<file path="config.mk">
export PLATFORM = sky130hd
export DESIGN_NAME = fas_status
export DESIGN_NICKNAME = d
export VERILOG_FILES = /design/src/verilog/fas_pkg.sv /design/src/verilog/fas_status.sv
export VERILOG_INCLUDE_DIRS = /design/src /design/src/verilog
export SDC_FILE = /design/constraint.sdc
export NUM_CORES = 1
export LEC_CHECK = 0
export BUFFER_PORTS_ARGS = -buffer_cell sky130_fd_sc_hd__buf_2
export CAP_MARGIN = 40
export CELL_PAD_IN_SITES_DETAIL_PLACEMENT = 2
export CELL_PAD_IN_SITES_GLOBAL_PLACEMENT = 2
export CORE_MARGIN = 1.5
export CORE_UTILIZATION = 25
export DETAILED_ROUTE_END_ITERATION = 16
export GPL_ROUTABILITY_DRIVEN = 0
export HOLD_SLACK_MARGIN = 0.06
export PLACE_DENSITY_LB_ADDON = 0.1
export SYNTH_ARGS = -nofsm -noshare
export SYNTH_HDL_FRONTEND = slang
export SYNTH_SLANG_ARGS = --single-unit
</file>
<file path="constraint.sdc">
create_clock -name CLK_SYS -period 2.9 [get_ports CLK_SYS]
set_input_delay 0.58 -clock CLK_SYS [delete_from_list [all_inputs] [get_ports CLK_SYS]]
set_output_delay 0.58 -clock CLK_SYS [all_outputs]
set_load 0.02 [all_outputs]
</file>
<file path="src/verilog/fas_defines.svh">
// Purpose: Constants for the flash algorithm status block.
// Assumes: Included by the package and the design.
// Notes: Bit positions of the 16-bit status word and command codes.
`ifndef FAS_DEFINES_SVH
`define FAS_DEFINES_SVH
`define FAS_W 16
`define FAS_BIT_CRCS 8
`define FAS_BIT_RDY 7
`define FAS_BIT_ESUS 6
`define FAS_BIT_EFAIL 5
`define FAS_BIT_PFAIL 4
`define FAS_BIT_ABORT 3
`define FAS_BIT_PSUS 2
`define FAS_BIT_LOCK 1
`define FAS_BIT_SECTOR_ERASE_RESULT_FLAG 0
`define FAS_RESET_WORD 16'h0080
`define FAS_CMD_W 4
`define FAS_CMD_NONE 4'h0
`define FAS_CMD_STATUS_READ 4'h1
`define FAS_CMD_CLEAR_STATUS 4'h2
`define FAS_CMD_SOFT_RESET 4'h3
`define FAS_CMD_ERASE 4'h4
`define FAS_CMD_PROGRAM 4'h5
`define FAS_CMD_ERASE_SUSPEND 4'h6
`define FAS_CMD_ERASE_RESUME 4'h7
`define FAS_CMD_PROG_SUSPEND 4'h8
`define FAS_CMD_PROG_RESUME 4'h9
`define FAS_CMD_CRC 4'hA
`define FAS_CMD_CRC_SUSPEND 4'hB
`define FAS_CMD_CRC_RESUME 4'hC
`define FAS_CMD_BUF_ABORT 4'hD
`define FAS_OP_CYCLES 8'h10
`endif

</file>
<file path="src/verilog/fas_pkg.sv">
// Purpose: Types for the flash algorithm status block.
// Assumes: fas_defines.svh supplies widths and codes.
// Notes: Algorithm controller states.
`default_nettype none
`include "fas_defines.svh"
package fas_pkg;
    typedef logic [`FAS_CMD_W-1:0] fas_cmd_t;
    typedef logic [`FAS_W-1:0] fas_word_t;
    typedef enum logic [2:0] {
        FAS_IDLE,
        FAS_ERASING,
        FAS_PROGRAMMING,
        FAS_CRC_RUN,
        FAS_ERASE_SUSP,
        FAS_PROG_SUSP,
        FAS_CRC_SUSP
    } fas_state_t;
endpackage : fas_pkg
`default_nettype wire

</file>
<file path="src/verilog/fas_status.sv">
// Purpose: Status word and embedded algorithm tracking of a flash device.
// Assumes: Commands arrive as one-cycle strobes with a code; reads as one-cycle strobes.
// Notes: Array operations are modelled by a fixed-length busy counter.
// Summary of operation
// - Status-read command, then one read returns status
// - That read returns status at any address
// - Overlay exits after that single read
// - Bit 7 ready high when idle
// - Other bits valid only while ready
// - Clear/soft reset zero bits 5,4,3,1,0
// - Cold or warm reset loads 0x80
// - Bit 6 set during erase suspend, resume clears
// - Bit 2 set during program suspend, resume clears
// - Bit 8 in CRC suspend, only reads and CRC resume accepted
// - Bit 5 reports last erase failure
// - Bit 4 reports last program failure
// - Bit 3 set on buffer program abort
// - Bit 1 set on protected target failure
// - Bit 0 set on successful erase
// - Program to suspended sector fails
// - Erase during erase suspend fails
// - Program during program suspend fails
// - Erase during program suspend fails
// - During erase only status read, suspend accepted
`default_nettype none
`include "fas_defines.svh"
module fas_status (
    input wire logic CLK_SYS,
    input wire logic ARST_N,
    input wire logic WARM_RESET_N,
    input wire logic CMD_STROBE,
    input wire fas_pkg::fas_cmd_t CMD_CODE,
    input wire logic CMD_TARGET_LOCKED,
    input wire logic CMD_TARGET_SUSPENDED,
    input wire logic CMD_FAIL,
    input wire logic READ_STROBE,
    input wire fas_pkg::fas_word_t ARRAY_DATA,
    output logic [`FAS_W-1:0] READ_DATA,
    output logic READ_VALID,
    output logic OVERLAY_MODE,
    output logic DEVICE_READY
);
    import fas_pkg::*;

    fas_state_t state_reg, state_next;
    logic [7:0] busy_cnt_reg;
    logic overlay_reg;
    logic efail_reg, pfail_reg, abort_reg, lock_reg, sector_erase_result_flag_reg;
    logic warm_s1_reg, warm_s2_reg;
    logic fail_pend_reg;
    logic [`FAS_W-1:0] rdata_reg;
    logic rvalid_reg;

    // Warm reset arrives from a pin
    always_ff @(posedge CLK_SYS or negedge ARST_N) begin
        if (!ARST_N) begin
            warm_s1_reg <= 1'b1;
            warm_s2_reg <= 1'b1;
        end else begin
            warm_s1_reg <= WARM_RESET_N;
            warm_s2_reg <= warm_s1_reg;
        end
    end
    wire warm_rst = !warm_s2_reg;

    wire is_cmd = CMD_STROBE;
    wire c_sread = is_cmd && CMD_CODE == `FAS_CMD_STATUS_READ;
    wire c_erase = is_cmd && CMD_CODE == `FAS_CMD_ERASE;
    wire c_prog = is_cmd && CMD_CODE == `FAS_CMD_PROGRAM;
    wire c_abort = is_cmd && CMD_CODE == `FAS_CMD_BUF_ABORT;
    wire busy_done = busy_cnt_reg == 8'h01;

    wire st_idle = state_reg == FAS_IDLE;
    wire st_esus = state_reg == FAS_ERASE_SUSP;
    wire st_psus = state_reg == FAS_PROG_SUSP;
    wire st_csus = state_reg == FAS_CRC_SUSP;
    wire st_busy = state_reg == FAS_ERASING || state_reg == FAS_PROGRAMMING
                   || state_reg == FAS_CRC_RUN;
    // CRC suspend admits only array reads, status reads and the CRC resume command
    wire cmd_ok = !st_csus || c_sread
                  || (is_cmd && CMD_CODE == `FAS_CMD_CRC_RESUME);
    // Clear is ignored while an algorithm runs, else live results could be wiped
    wire c_clear = is_cmd && cmd_ok && !st_busy && (CMD_CODE == `FAS_CMD_CLEAR_STATUS
                   || CMD_CODE == `FAS_CMD_SOFT_RESET);

    // Program commands accepted while idle or erase-suspended start an operation
    wire can_start = (st_idle || st_esus) && cmd_ok;
    wire erase_bad = c_erase && (st_esus || st_psus);
    wire prog_bad = c_prog && (st_psus || (st_esus && CMD_TARGET_SUSPENDED));
    wire erase_go = c_erase && st_idle && !CMD_TARGET_LOCKED;
    wire erase_lock = c_erase && st_idle && CMD_TARGET_LOCKED;
    wire prog_go = c_prog && can_start && !prog_bad && !CMD_TARGET_LOCKED;
    wire prog_lock = c_prog && can_start && !prog_bad && CMD_TARGET_LOCKED;

    // Return state after an erase-suspended program finishes
    logic ret_esus_reg;
    // Suspended erase's remaining time and outcome, parked during its program
    logic [7:0] esus_cnt_reg;
    logic esus_fail_reg;

    always_comb begin
        state_next = state_reg;
        case (state_reg)
            FAS_IDLE: begin
                if (erase_go) state_next = FAS_ERASING;
                else if (prog_go) state_next = FAS_PROGRAMMING;
                else if (is_cmd && CMD_CODE == `FAS_CMD_CRC) state_next = FAS_CRC_RUN;
            end
            FAS_ERASING: begin
                // Only suspend honoured here; status read handled by overlay
                if (is_cmd && CMD_CODE == `FAS_CMD_ERASE_SUSPEND)
                    state_next = FAS_ERASE_SUSP;
                else if (busy_done) state_next = FAS_IDLE;
            end
            FAS_PROGRAMMING: begin
                if (is_cmd && CMD_CODE == `FAS_CMD_PROG_SUSPEND && !ret_esus_reg)
                    state_next = FAS_PROG_SUSP;
                else if (busy_done) state_next = ret_esus_reg ? FAS_ERASE_SUSP : FAS_IDLE;
            end
            FAS_CRC_RUN: begin
                if (is_cmd && CMD_CODE == `FAS_CMD_CRC_SUSPEND) state_next = FAS_CRC_SUSP;
                else if (busy_done) state_next = FAS_IDLE;
            end
            FAS_ERASE_SUSP: begin
                if (is_cmd && CMD_CODE == `FAS_CMD_ERASE_RESUME) state_next = FAS_ERASING;
                else if (prog_go) state_next = FAS_PROGRAMMING;
            end
            FAS_PROG_SUSP: begin
                if (is_cmd && CMD_CODE == `FAS_CMD_PROG_RESUME) state_next = FAS_PROGRAMMING;
            end
            FAS_CRC_SUSP: begin
                if (is_cmd && CMD_CODE == `FAS_CMD_CRC_RESUME) state_next = FAS_CRC_RUN;
            end
            default: state_next = FAS_IDLE;
        endcase
    end

    wire entering_run = state_next != state_reg
                        && (state_next == FAS_ERASING || state_next == FAS_PROGRAMMING
                            || state_next == FAS_CRC_RUN);
    // A suspend on the last busy cycle must not count as completion
    wire finishing = st_busy && busy_done && (state_next == FAS_IDLE || ret_esus_reg);
    wire run_next = state_next == FAS_ERASING || state_next == FAS_PROGRAMMING
                    || state_next == FAS_CRC_RUN;
    wire start_op = prog_go || (entering_run && busy_cnt_reg == 8'h00);
    logic ready_reg;

    always_ff @(posedge CLK_SYS or negedge ARST_N) begin
        if (!ARST_N) begin
            state_reg <= FAS_IDLE;
            busy_cnt_reg <= 8'h00;
            ret_esus_reg <= 1'b0;
            fail_pend_reg <= 1'b0;
            esus_cnt_reg <= 8'h00;
            esus_fail_reg <= 1'b0;
        end else if (warm_rst) begin
            state_reg <= FAS_IDLE;
            busy_cnt_reg <= 8'h00;
            ret_esus_reg <= 1'b0;
            fail_pend_reg <= 1'b0;
            esus_cnt_reg <= 8'h00;
            esus_fail_reg <= 1'b0;
        end else begin
            state_reg <= state_next;
            if (start_op) busy_cnt_reg <= `FAS_OP_CYCLES;
            else if (st_busy && busy_cnt_reg != 8'h00 && state_next == state_reg)
                busy_cnt_reg <= busy_cnt_reg - 8'h01;
            else if (finishing) busy_cnt_reg <= ret_esus_reg ? esus_cnt_reg : 8'h00;
            if (prog_go) ret_esus_reg <= st_esus;
            else if (finishing) ret_esus_reg <= 1'b0;
            if (start_op) fail_pend_reg <= CMD_FAIL;
            else if (finishing && ret_esus_reg) fail_pend_reg <= esus_fail_reg;
            if (prog_go && st_esus) begin
                esus_cnt_reg <= busy_cnt_reg;
                esus_fail_reg <= fail_pend_reg;
            end
        end
    end

    always_ff @(posedge CLK_SYS or negedge ARST_N) begin
        if (!ARST_N) begin
            ready_reg <= 1'b1;
        end else if (warm_rst) begin
            ready_reg <= 1'b1;
        end else begin
            ready_reg <= !run_next;
        end
    end

    // Result flags: events win over a clear in the same cycle
    wire erase_end = state_reg == FAS_ERASING && finishing;
    wire prog_end = state_reg == FAS_PROGRAMMING && finishing;
    wire efail_set = erase_bad || erase_lock || (erase_end && fail_pend_reg);
    wire efail_clr = c_clear || erase_go;
    wire pfail_set = prog_bad || prog_lock || (prog_end && fail_pend_reg);
    wire pfail_clr = c_clear || prog_go;
    wire lock_set = erase_lock || prog_lock;
    wire lock_clr = c_clear || erase_go || prog_go;
    wire abort_set = c_abort && (st_idle || st_esus);
    wire sector_erase_result_flag_set = erase_end && !fail_pend_reg;
    wire sector_erase_result_flag_clr = c_clear || erase_go || erase_lock || erase_bad;

    always_ff @(posedge CLK_SYS or negedge ARST_N) begin
        if (!ARST_N) begin
            efail_reg <= 1'b0;
            pfail_reg <= 1'b0;
            abort_reg <= 1'b0;
            lock_reg <= 1'b0;
            sector_erase_result_flag_reg <= 1'b0;
        end else if (warm_rst) begin
            efail_reg <= 1'b0;
            pfail_reg <= 1'b0;
            abort_reg <= 1'b0;
            lock_reg <= 1'b0;
            sector_erase_result_flag_reg <= 1'b0;
        end else begin
            efail_reg <= efail_set || (efail_reg && !efail_clr);
            pfail_reg <= pfail_set || (pfail_reg && !pfail_clr);
            abort_reg <= abort_set || (abort_reg && !c_clear && !prog_go);
            lock_reg <= lock_set || (lock_reg && !lock_clr);
            sector_erase_result_flag_reg <= sector_erase_result_flag_set || (sector_erase_result_flag_reg && !sector_erase_result_flag_clr);
        end
    end

    // Reserved bits read as zero
    wire ready = !st_busy;
    wire [`FAS_W-1:0] status_word = {7'h00, st_csus, ready, st_esus, efail_reg, pfail_reg,
                                    abort_reg, st_psus, lock_reg, sector_erase_result_flag_reg};

    always_ff @(posedge CLK_SYS or negedge ARST_N) begin
        if (!ARST_N) begin
            overlay_reg <= 1'b0;
            rdata_reg <= `FAS_RESET_WORD;
            rvalid_reg <= 1'b0;
        end else if (warm_rst) begin
            overlay_reg <= 1'b0;
            rdata_reg <= `FAS_RESET_WORD;
            rvalid_reg <= 1'b0;
        end else begin
            rvalid_reg <= READ_STROBE;
            if (READ_STROBE) begin
                rdata_reg <= overlay_reg ? status_word : ARRAY_DATA;
                overlay_reg <= 1'b0;
            end else if (c_sread) begin
                overlay_reg <= 1'b1;
            end
        end
    end

    assign READ_DATA = rdata_reg;
    assign READ_VALID = rvalid_reg;
    assign OVERLAY_MODE = overlay_reg;
    assign DEVICE_READY = ready_reg;

    property p_overlay_one_read;
        @(posedge CLK_SYS) disable iff (!ARST_N || warm_rst)
        overlay_reg && READ_STROBE |=> !overlay_reg && READ_VALID;
    endproperty
    a_overlay_one_read: assert property (p_overlay_one_read)
        else $error("overlay not left after read");

    property p_status_returned;
        @(posedge CLK_SYS) disable iff (!ARST_N || warm_rst)
        overlay_reg && READ_STROBE |=> READ_DATA == $past(status_word);
    endproperty
    a_status_returned: assert property (p_status_returned)
        else $error("status word not returned");

    property p_array_read;
        @(posedge CLK_SYS) disable iff (!ARST_N || warm_rst)
        !overlay_reg && READ_STROBE |=> READ_DATA == $past(ARRAY_DATA);
    endproperty
    a_array_read: assert property (p_array_read)
        else $error("array data not returned");

    property p_clear;
        @(posedge CLK_SYS) disable iff (!ARST_N || warm_rst)
        c_clear && !efail_set && !pfail_set && !lock_set && !abort_set && !sector_erase_result_flag_set
        |=> !efail_reg && !pfail_reg && !lock_reg && !abort_reg && !sector_erase_result_flag_reg;
    endproperty
    a_clear: assert property (p_clear)
        else $error("clear left result bits");

    property p_erase_in_susp;
        @(posedge CLK_SYS) disable iff (!ARST_N || warm_rst)
        c_erase && (st_esus || st_psus) |=> efail_reg && $stable(state_reg);
    endproperty
    a_erase_in_susp: assert property (p_erase_in_susp)
        else $error("erase in suspend did not fail");

    property p_prog_in_psus;
        @(posedge CLK_SYS) disable iff (!ARST_N || warm_rst)
        c_prog && st_psus |=> pfail_reg && state_reg == FAS_PROG_SUSP;
    endproperty
    a_prog_in_psus: assert property (p_prog_in_psus)
        else $error("program in program suspend did not fail");

    property p_prog_susp_sector;
        @(posedge CLK_SYS) disable iff (!ARST_N || warm_rst)
        c_prog && st_esus && CMD_TARGET_SUSPENDED |=> pfail_reg ##1 st_esus;
    endproperty
    a_prog_susp_sector: assert property (p_prog_susp_sector)
        else $error("program to suspended sector did not fail");

    property p_erase_ignores;
        @(posedge CLK_SYS) disable iff (!ARST_N || warm_rst)
        state_reg == FAS_ERASING && is_cmd && CMD_CODE == `FAS_CMD_PROGRAM && !busy_done
        |=> state_reg == FAS_ERASING;
    endproperty
    a_erase_ignores: assert property (p_erase_ignores)
        else $error("command accepted during erase");

    property p_ready_bit;
        @(posedge CLK_SYS) disable iff (!ARST_N || warm_rst)
        erase_go |=> !DEVICE_READY;
    endproperty
    a_ready_bit: assert property (p_ready_bit)
        else $error("ready during erase");

    property p_ready_level;
        @(posedge CLK_SYS) disable iff (!ARST_N || warm_rst)
        DEVICE_READY == !st_busy;
    endproperty
    a_ready_level: assert property (p_ready_level)
        else $error("ready pin disagrees with state");

    property p_lock_set;
        @(posedge CLK_SYS) disable iff (!ARST_N || warm_rst)
        (c_erase || c_prog) && CMD_TARGET_LOCKED && st_idle |=> lock_reg;
    endproperty
    a_lock_set: assert property (p_lock_set)
        else $error("locked target not flagged");

    property p_erase_result;
        @(posedge CLK_SYS) disable iff (!ARST_N || warm_rst)
        erase_end |=> sector_erase_result_flag_reg != $past(fail_pend_reg);
    endproperty
    a_erase_result: assert property (p_erase_result)
        else $error("erase result bit wrong");

    property p_erase_resume;
        @(posedge CLK_SYS) disable iff (!ARST_N || warm_rst)
        st_esus && is_cmd && CMD_CODE == `FAS_CMD_ERASE_RESUME |=> !st_esus && !DEVICE_READY;
    endproperty
    a_erase_resume: assert property (p_erase_resume)
        else $error("erase resume not taken");

    property p_crc_refuse;
        @(posedge CLK_SYS) disable iff (!ARST_N || warm_rst)
        st_csus && is_cmd && CMD_CODE != `FAS_CMD_CRC_RESUME
        |=> st_csus && $stable({efail_reg, pfail_reg, abort_reg, lock_reg, sector_erase_result_flag_reg});
    endproperty
    a_crc_refuse: assert property (p_crc_refuse)
        else $error("command acted on during crc suspend");
endmodule : fas_status
`default_nettype wire

</file>
## After elaboration in Yosys (flattened, before gate mapping)

Cells that the tools add are included.

| storage, ports and cells | value |
|---|---|
| register bits after elaboration | 48 |
| bits of input ports | 28 |
| output and inout port bits | 19 |
| word-level logic and storage cells | 182 |

| cells by class | value |
|---|---|
| reductions and logical operators | 90 |
| equality and inequality tests | 31 |
| mux-type cells | 43 |
| $add $sub $neg | 1 |

Operators with widths:

| kind | count |
|---|---|
| $mux 8 | 7 |
| $mux 16 | 3 |
| $logic_and 1x1->1 | 46 |
| $mux 3 | 14 |
| $logic_or 1x1->1 | 27 |
| $eq 4x4->1 const B | 6 |
| $pmux 3 s7 | 1 |
| $mux 1 | 18 |
| $eq 4x3->1 const B | 4 |
| $logic_not 1->1 | 13 |
| $eq 3x2->1 const B | 4 |
| $eq 3x3->1 const B | 3 |
| $eq 4x2->1 const B | 2 |
| $eq 8x1->1 const B | 1 |
| $logic_not 8->1 | 1 |
| $reduce_bool 8->1 | 1 |
| $sub 8x1->8 const B | 1 |
| $eq 3x1->1 const B | 2 |
| $logic_not 3->1 | 2 |
| $ne 3x1->1 const B | 2 |
| $eq 4x1->1 const B | 1 |
| $ne 4x1->1 const B | 1 |
| $eq 3x3->1 | 1 |
| $ne 3x2->1 const B | 1 |
| 3 further kinds | 3 |

## Depth between registers and ports, before layout

Gate-level depths: netlist (run 1).

| depth | value |
|---|---|
| word-level depth | 19 |
| gate-level depth with buffers | 12 |
| depth with buffers taken out | 11 |

## Worst setup path after synthesis (run 1)

Ideal clock, no wire load.

| path | value |
|---|---|
| kind | in2reg |
| from | input port CMD_CODE[0] |
| to | register busy_cnt_reg[0] |
| cell stages on the path | 10 |
| data required time | 2753 ps |
| slack | -281 ps |
| arrival | 3034 ps |
| path through | clkbuf_1 or3b_1 or4_1 a22oi_1 nand3_1 nor4b_1 a21oi_1 nand2b_1 a221oi_1 a2111oi_4 |

| between the ends | value |
|---|---|
| longest elaborated chain between the ends | 19 |
| elaborated cells on any way between the ends | 60 |

Ends and longest elaborated chain:

| what | line | RTL |
|---|---|---|
| from (decl) | fas_status.sv:32 | `input wire fas_pkg::fas_cmd_t CMD_CODE,` |
| $eq 4x1->1 (no source line) | n/a |  |
| $logic_and 1x1->1 (no source line) | n/a |  |
| $logic_or 1x1->1 (2 in a row) | fas_status.sv:80 | `wire cmd_ok = !st_csus \|\| c_sread` |
| $logic_and 1x1->1 | fas_status.sv:87 | `wire can_start = (st_idle \|\| st_esus) && cmd_ok;` |
| $logic_and 1x1->1 (3 in a row) | fas_status.sv:92 | `wire prog_go = c_prog && can_start && !prog_bad && !CMD_TARGET_LOCKED;` |
| $mux 3 (on tied branches) | fas_status.sv:126, fas_status.sv:106 |  |
| $mux 3 (on tied branches) | fas_status.sv:125, fas_status.sv:105 |  |
| $pmux 3 s7 | fas_status.sv:103 | `case (state_reg)` |
| $eq 3x1->1 / $eq 3x2->1 (equally long branches) | fas_status.sv:139 | `&& (state_next == FAS_ERASING \|\| state_next == FAS_PROGRAMMING` |
| $logic_or 1x1->1 | fas_status.sv:139 |  |
| $logic_or 1x1->1 | fas_status.sv:140 | `\|\| state_next == FAS_CRC_RUN);` |
| $logic_and 1x1->1 | fas_status.sv:139 |  |
| $logic_and 1x1->1 | fas_status.sv:145 | `wire start_op = prog_go \|\| (entering_run && busy_cnt_reg == 8'h00);` |
| $logic_or 1x1->1 | fas_status.sv:145 |  |
| $mux 8 | fas_status.sv:165 | `` if (start_op) busy_cnt_reg <= `FAS_OP_CYCLES; `` |
| $mux 8 | fas_status.sv:156 | `end else if (warm_rst) begin` |
| to (signal assigned) | fas_status.sv:165 |  |
| to (signal assigned) | fas_status.sv:167 | `busy_cnt_reg <= busy_cnt_reg - 8'h01;` |
| to (signal assigned) | fas_status.sv:168 | `else if (finishing) busy_cnt_reg <= ret_esus_reg ? esus_cnt_reg : 8'h00;` |
| to (decl) | fas_status.sv:46 | `logic [7:0] busy_cnt_reg;` |

Parallel ways exist; a longest one is shown, timed or not.
A chain may end at the register's enable or synchronous reset.

## Worst setup path after layout (run 1)

| path | value |
|---|---|
| from | register state_reg[1] |
| to | register busy_cnt_reg[0] |

| between the ends | value |
|---|---|
| longest elaborated chain between the ends | 19 |
| elaborated cells on any way between the ends | 56 |

Ends and longest elaborated chain:

| what | line | RTL |
|---|---|---|
| from (decl) | fas_status.sv:45 | `fas_state_t state_reg, state_next;` |
| from (signal assigned) | fas_status.sv:164 | `state_reg <= state_next;` |
| $eq 3x3->1 | fas_status.sv:76, fas_status.sv:103 |  |
| $logic_not 1->1 | fas_status.sv:80 |  |
| $logic_or 1x1->1 (2 in a row) | fas_status.sv:80 |  |
| $logic_and 1x1->1 | fas_status.sv:87 |  |
| $logic_and 1x1->1 (3 in a row) | fas_status.sv:92 |  |
| $mux 3 (on tied branches) | fas_status.sv:126, fas_status.sv:106 |  |
| $mux 3 (on tied branches) | fas_status.sv:125, fas_status.sv:105 |  |
| $pmux 3 s7 | fas_status.sv:103 |  |
| $eq 3x1->1 / $eq 3x2->1 (equally long branches) | fas_status.sv:139 |  |
| $logic_or 1x1->1 | fas_status.sv:139 |  |
| $logic_or 1x1->1 | fas_status.sv:140 |  |
| $logic_and 1x1->1 | fas_status.sv:139 |  |
| $logic_and 1x1->1 | fas_status.sv:145 |  |
| $logic_or 1x1->1 | fas_status.sv:145 |  |
| $mux 8 | fas_status.sv:165 |  |
| $mux 8 | fas_status.sv:156 |  |

Parallel ways exist; a longest one is shown, timed or not.

==> reports/metrics.yaml, run 1 <==
routing:
  drc: 0
  routed_wl_mm: 10.1
  drt-initial-drc-count: 80
  wire_per_inst_um: 18.5
  vias: 2768
  viasPerCell: 5.06
  dr.pass1.iters: 4
  ant_nets: 0
timing:
  period_minus_slack_ns: 2.92
  tightest_slew_ns: 0.742
  worst_slack_ns: -0.0186
  fmax_mhz: 343
  drv_slew: 0
  rsz0062_at_grt: "yes"
  max_slew_margin: 0.506
  period_share: 1.01
  hold_viol_final: 0
  setup_viol: 2
  fin_skew_ns: 0.00351
  hold_slack_ns: 0.0978
  fin_setup_tns_ns: -0.0209
power:
  irDropWorstVdd_mv: 0.200
  powerDensity_nw_per_um2: 434
  p_leak_nw: 1.75
cells_and_area:
  nets: 437
  final_cell_mix: "60 x buf_4, 44 x dfrtp_1, 43 x buf_2, 40 x nor2_1"
  largest_register_ffs: 16
  final_common_cell: "buf_4"
  drive_gt1_frac: 0.393
  num_antenna_cells: 0
  area_growth_pct: 39.7
cts:
  cts.htree.levels: 2
  tritoncts: "done"
  clockBufferDepth: 2
  clk_pin_slew_ns: 0.07
  cts_sinks: 48
  cts_root_buf: "clkbuf_16"
  numCtsBuffers: 5
  clk_latency_ns: 0.29
placed_design:
  numPortBuffers: 46
  place_hpwl_mm: 7.47
grt:
  track_usage: 0.181
  grt_pass1_wl_mm: 16.5
  grt_pass1_vias: 3050
  antenna_found_initial: 0
  grt_overflow: 0
  grt_max_degree: 38
setup_path:
  rrSetupSlack_ns: -0.02
  critPathTopFamily: "simple AND/OR/NAND/NOR gates"
  slowest_delay_ns: 0.53
  worst-path-buf-inv: 1
  reg2reg_depth: 10
  arrival_ns: 3.10
  slowest_stage: "or4_4"
  crit_cells: 10
  cp_cell_sequence: "or2_4 > or4_4 > o21ba_4 > and2_4 > mux2_4 > a211oi_4 > o31ai_2 > or2_1 > buf_4 > a2111oi_4"
  end_kind: "register"
  crit_fanout: 4
  critPathKind: "register to register"
  required_ns: 3.08
  worstSetupStartpointType: "register"
yosys:
  ys_ff_latch: 48
  synth_edf_count: 0
  synth_flop_cell: "dfrtp_1"
  ys.warnings.count: 0
  syn_area_um2: 2870
  syn-mean-instance-area_um2: 9.30
  syn_nets: 340
  netlist_instances: 309
  ys_seq_area_frac: 0.420
  async_reset_ff_frac: 1.00
  ys_types: 64
floorplan:
  start_util: 0.261
  ios: 47
  die_w_um: 110
  core.rowCount: 38
  die_area_um2: 12100
  coreArea_um2: 11000
  die_height_um: 110
job:
  maxCapViolations: 0
run_status:
  status: "complete, but fails checks"
  violations: "negative setup slack"
hold_path:
  holdCritPathClass: "primary input to async pin"
per-stage QoR:
step           power [mW]  instances   util  area (um2)  setup slack, ns
6_report             1.74        547  0.364        4020          -0.0186
5_1_grt              1.82        547  0.364        4020           -0.138
4_1_cts              1.77        544  0.353        3890        0.0000857
3_5_place_dp        0.982        532  0.329        3630           -0.378
3_3_place_gp        0.975        532  0.329        3630           -0.338
2_1_floorplan       0.855        309      -        2930           -0.173
metal layers:
layer	wire length, um	track usage	share of wire	vias to the layer above
met5	0	0	0	-
met3	301	0.0218	0.030	7
met1	4820	0.237	0.48	1401
li1	-	-	-	1314
met4	80	0.0495	0.0079	0
met2	4940	0.314	0.49	46
power breakdown:
group,total (mW),switching [mW],internal (mW),leakage (nW)
sequential,0.706,0.0134,0.692,0.642
combinational,0.278,0.157,0.121,1.01
clock,0.757,0.260,0.497,0.0944
total,1.74,0.430,1.31,1.75
path summary, 6_finish.rpt:
path,to,from
min reg2reg,warm_s2_reg,warm_s1_reg
max reg2reg,busy_cnt_reg[0],state_reg[1]
max in group asynchronous,READ_DATA[7],ARST_N
min in group CLK_SYS,warm_s2_reg,warm_s1_reg
min,READ_DATA[2],ARST_N
max,busy_cnt_reg[0],state_reg[1]
cells in the mapped netlist, drive strengths merged (8+ instances only):
library cell	instances	area share
mux2i	16	0.056
nand2	17	0.022
clkbuf	16	0.021
dfrtp	44	0.38
a21oi	21	0.037
nand3b	8	0.021
nor2	40	0.052
inv	9	0.012
o21ai	9	0.016
nand2b	18	0.039
nand3	12	0.021
nor4	8	0.020
cells by family after synthesis:
group | Yosys count | share of synthesized area
AO/OA/AOI/OAI | 72 | 0.193
XOR/XNOR | 2 | 0.00610
adder cells (fa/ha/maj) | 3 | 0.0131
buffers and inverters | 31 | 0.0540
flip-flops | 48 | 0.420
multiplexers | 17 | 0.0609
AND/OR/NAND/NOR | 136 | 0.253
final cells by class:
type	count	area, um2
Timing Repair Buffer	111	756
Fill cell	1235	7020
Multi-Input combinational cell	231	1650
Sequential cell	48	1210
Inverter	9	33.8
Clock buffer	5	125
Clock inverter	3	68.8
Tap cell	140	175
what timing repair did:
item | 4_1_cts | 5_1_grt
pin swaps | 3 | 10
hold buffers | 0 | 0
endpoints found under the setup margin | 7 | 11
buffers inserted | 3 | 4
cloned | 1 | 0
resized for setup | 6 | 23
Note: power is estimated with default switching activity, not from simulation.
==> run 2: changes to the inputs <==
--- a/config.mk
+++ b/config.mk
@@ -12,6 +12,7 @@
 export CELL_PAD_IN_SITES_GLOBAL_PLACEMENT = 2
 export CORE_MARGIN = 1.5
 export CORE_UTILIZATION = 25
+export CTS_BUF_LIST = sky130_fd_sc_hd__clkbuf_4 sky130_fd_sc_hd__clkbuf_8
 export DETAILED_ROUTE_END_ITERATION = 16
 export GPL_ROUTABILITY_DRIVEN = 0
 export HOLD_SLACK_MARGIN = 0.06
==> run 2 against run 1 <==
Net effect:
- clock-buffer cell count is the same
- via count shrank 0.47%
- the run now ends clean
- utilization shrank 0.69 points
- first-iteration DRC count grew 21%
- register-to-register slack gained 0.02 ns
- combinational power is essentially flat
- critical path depth is the same
- largest power group is now registers
==> reports/metrics.yaml, run 2 (synthesized netlist as in run 1, its figures left out) <==
run_status:
  status: "finished, final reports clean"  # was complete, but fails checks
timing:
  period_share: 1.00  # was 1.01
  fin_skew_ns: 0.00658  # was 0.00351 ns
  drv_slew: 0  # unchanged
  worst_slack_ns: 0.000661  # was -0.0186 ns
  tightest_slew_ns: 0.733  # was 0.742 ns
  rsz0062_at_grt: "yes"  # unchanged
  fmax_mhz: 345  # was 343 MHz
  max_slew_margin: 0.511  # was 0.506
  period_minus_slack_ns: 2.90  # was 2.92 ns
  fin_setup_tns_ns: 0  # was -0.0209 ns
  setup_viol: 0  # was 2
  hold_viol_final: 0  # unchanged
power:
  p_leak_nw: 1.71  # was 1.75 nW
  irDropWorstVdd_mv: 0.178  # was 0.200 mV
  powerDensity_nw_per_um2: 400  # was 434 nW/um2
  finalPower_mw: 1.58  # was 1.74 mW
floorplan:
  die_area_um2: 12100  # unchanged
  ios: 47  # unchanged
  die_height_um: 110  # unchanged
  core.rowCount: 38  # unchanged
  die_w_um: 110  # unchanged
  coreArea_um2: 11000  # unchanged
  start_util: 0.261  # unchanged
setup_path:
  worstSetupStartpointType: "register"  # unchanged
  slowest_delay_ns: 0.53  # about the same
  r2r-start: "state_reg[1]"  # unchanged
  critPathKind: "register to register"  # unchanged
  rrSetupSlack_ns: 0.0007  # was -0.02 ns
  arrival_ns: 3.12  # was 3.10 ns
  crit_fanout: 4  # unchanged
  required_ns: 3.12  # was 3.08 ns
  r2r-end: "busy_cnt_reg[3]"  # was busy_cnt_reg[0]
  reg2reg_depth: 10  # unchanged
  critPathCapture: "busy_cnt_reg[3]"  # was busy_cnt_reg[0]
  crit_start: "state_reg[1]"  # unchanged
  cp_cell_sequence: "or2_4 > or4_4 > o21ba_4 > and2_4 > mux2_4 > a211oi_4 > o31ai_2 > or2_1 > buf_6 > a311oi_2"  # was or2_4 > or4_4 > o21ba_4 > and2_4 > mux2_4 > a211oi_4 > o31ai_2 > or2_1 > buf_4 > a2111oi_4
  slowest_stage: "or4_4"  # unchanged
  end_kind: "register"  # unchanged
grt:
  track_usage: 0.179  # was 0.181
  grt_overflow: 0  # unchanged
  grt_pass1_vias: 3089  # was 3050
  grt_pass1_wl_mm: 16.5  # about the same
  antenna_found_initial: 0  # unchanged
  grt_max_degree: 38  # unchanged
placed_design:
  numPortBuffers: 46  # unchanged
  place_hpwl_mm: 7.47  # unchanged
  dp_worst_setup_slack_ns: -0.378  # unchanged
routing:
  ant_nets: 0  # unchanged
  vias: 2755  # was 2768
  viasPerCell: 5.03  # was 5.06
  wire_per_inst_um: 18.3  # was 18.5 um
  drt-initial-drc-count: 97  # was 80
  drc: 0  # unchanged
  dr.pass1.iters: 4  # unchanged
  routed_wl_mm: 10.0  # was 10.1 mm
cells_and_area:
  final_cell_mix: "65 x buf_4, 44 x dfrtp_1, 44 x buf_2, 39 x nor2_1"  # was 60 x buf_4, 44 x dfrtp_1, 43 x buf_2, 40 x nor2_1
  num_antenna_cells: 0  # unchanged
  area_growth_pct: 37.0  # was 39.7%
  largest_register_ffs: 16  # unchanged
  drive_gt1_frac: 0.395  # was 0.393
  nets: 438  # was 437
  num-fill-cells: 1239  # was 1235
  post-route-util: 0.357  # was 0.364
  final_common_cell: "buf_4"  # unchanged
cts:
  clk_latency_ns: 0.31  # was 0.29 ns
  cts.htree.levels: 2  # unchanged
  numCtsBuffers: 5  # unchanged
  cts_root_buf: "clkbuf_8"  # was clkbuf_16
  cts_sinks: 48  # unchanged
  tritoncts: "done"  # unchanged
  clockBufferDepth: 2  # unchanged
  clk_pin_slew_ns: 0.10  # was 0.07 ns
job:
  maxCapViolations: 0  # unchanged
hold_path:
  holdCritPathClass: "primary input to async pin"  # unchanged
==> run 2: critical path, delay by kind of cell (launching register included) <==
kind | cells | cell delay (ns)
AOI/OAI and AO/OA | 4 | 0.78
muxes | 1 | 0.26
DFF | 1 | 0.44
and+or+nand+nor | 4 | 1.19
buffers and inverters | 1 | 0.14
==> run 2: cell type report <==
type | count | area (um2) | area share
clock inverter | 3 | 68.8 | 0.0175
timing repair buffer | 112 | 742 | 0.188
multi-input combinational | 231 | 1640 | 0.417
sequential | 48 | 1210 | 0.306
inverter | 9 | 33.8 | 0.00858
tap | 140 | 175 | 0.0445
clock buffer | 5 | 68.8 | 0.0175
==> run 2: layer usage <==
layer	GRT usage	routed length (um)	vias to the layer above
li1	-	-	1312
met1	0.240	4800	1397
met2	0.312	4900	42
met5	0	0	-
met3	0.0218	269	4
met4	0.0302	57	0
==> run 2: timing repair <==
action,4_1_cts,5_1_grt
setup buffers,2,6
gates resized for setup,5,20
endpoints found under the setup margin,10,11
gates cloned,1,0
hold buffers,0,0
endpoints found under the hold margin,0,0
pin swaps,3,7
==> run 2: how the worst min path moves through the flow <==
| stage | startpoint | endpoint | slack (ns) | cells past startpoint |
|---|---|---|---|---|
| detailed placement | warm_s1_reg | warm_s2_reg | 0.35 | 0 |
| floorplan | ARST_N | OVERLAY_MODE | 0.28 | 0 |
| global route | ARST_N | READ_DATA[8] | 0.08 | 1 |
| finish | ARST_N | READ_DATA[2] | 0.08 | 1 |
| global placement | warm_s1_reg | warm_s2_reg | 0.35 | 0 |
| CTS | ARST_N | READ_DATA[8] | 0.07 | 1 |
==> run 2: where the power goes <==
group | internal (mW) | leakage (nW) | switching, mW | total [mW]
sequential | 0.692 | 0.642 | 0.0135 | 0.705
combinational | 0.120 | 1.00 | 0.156 | 0.276
clock | 0.347 | 0.0687 | 0.247 | 0.594
total | 1.16 | 1.71 | 0.416 | 1.58
==> run 2: stage by stage <==
step | instance area [um2] | hold WS [ns] | std cells
after global placement | 3630 | 0.348 | 532
after detailed placement | 3630 | 0.349 | 532
after global routing | 3940 | 0.0773 | 548
after CTS | 3820 | 0.0654 | 543
final | 3940 | 0.0777 | 548
after floorplan | 2930 | 0.284 | 309
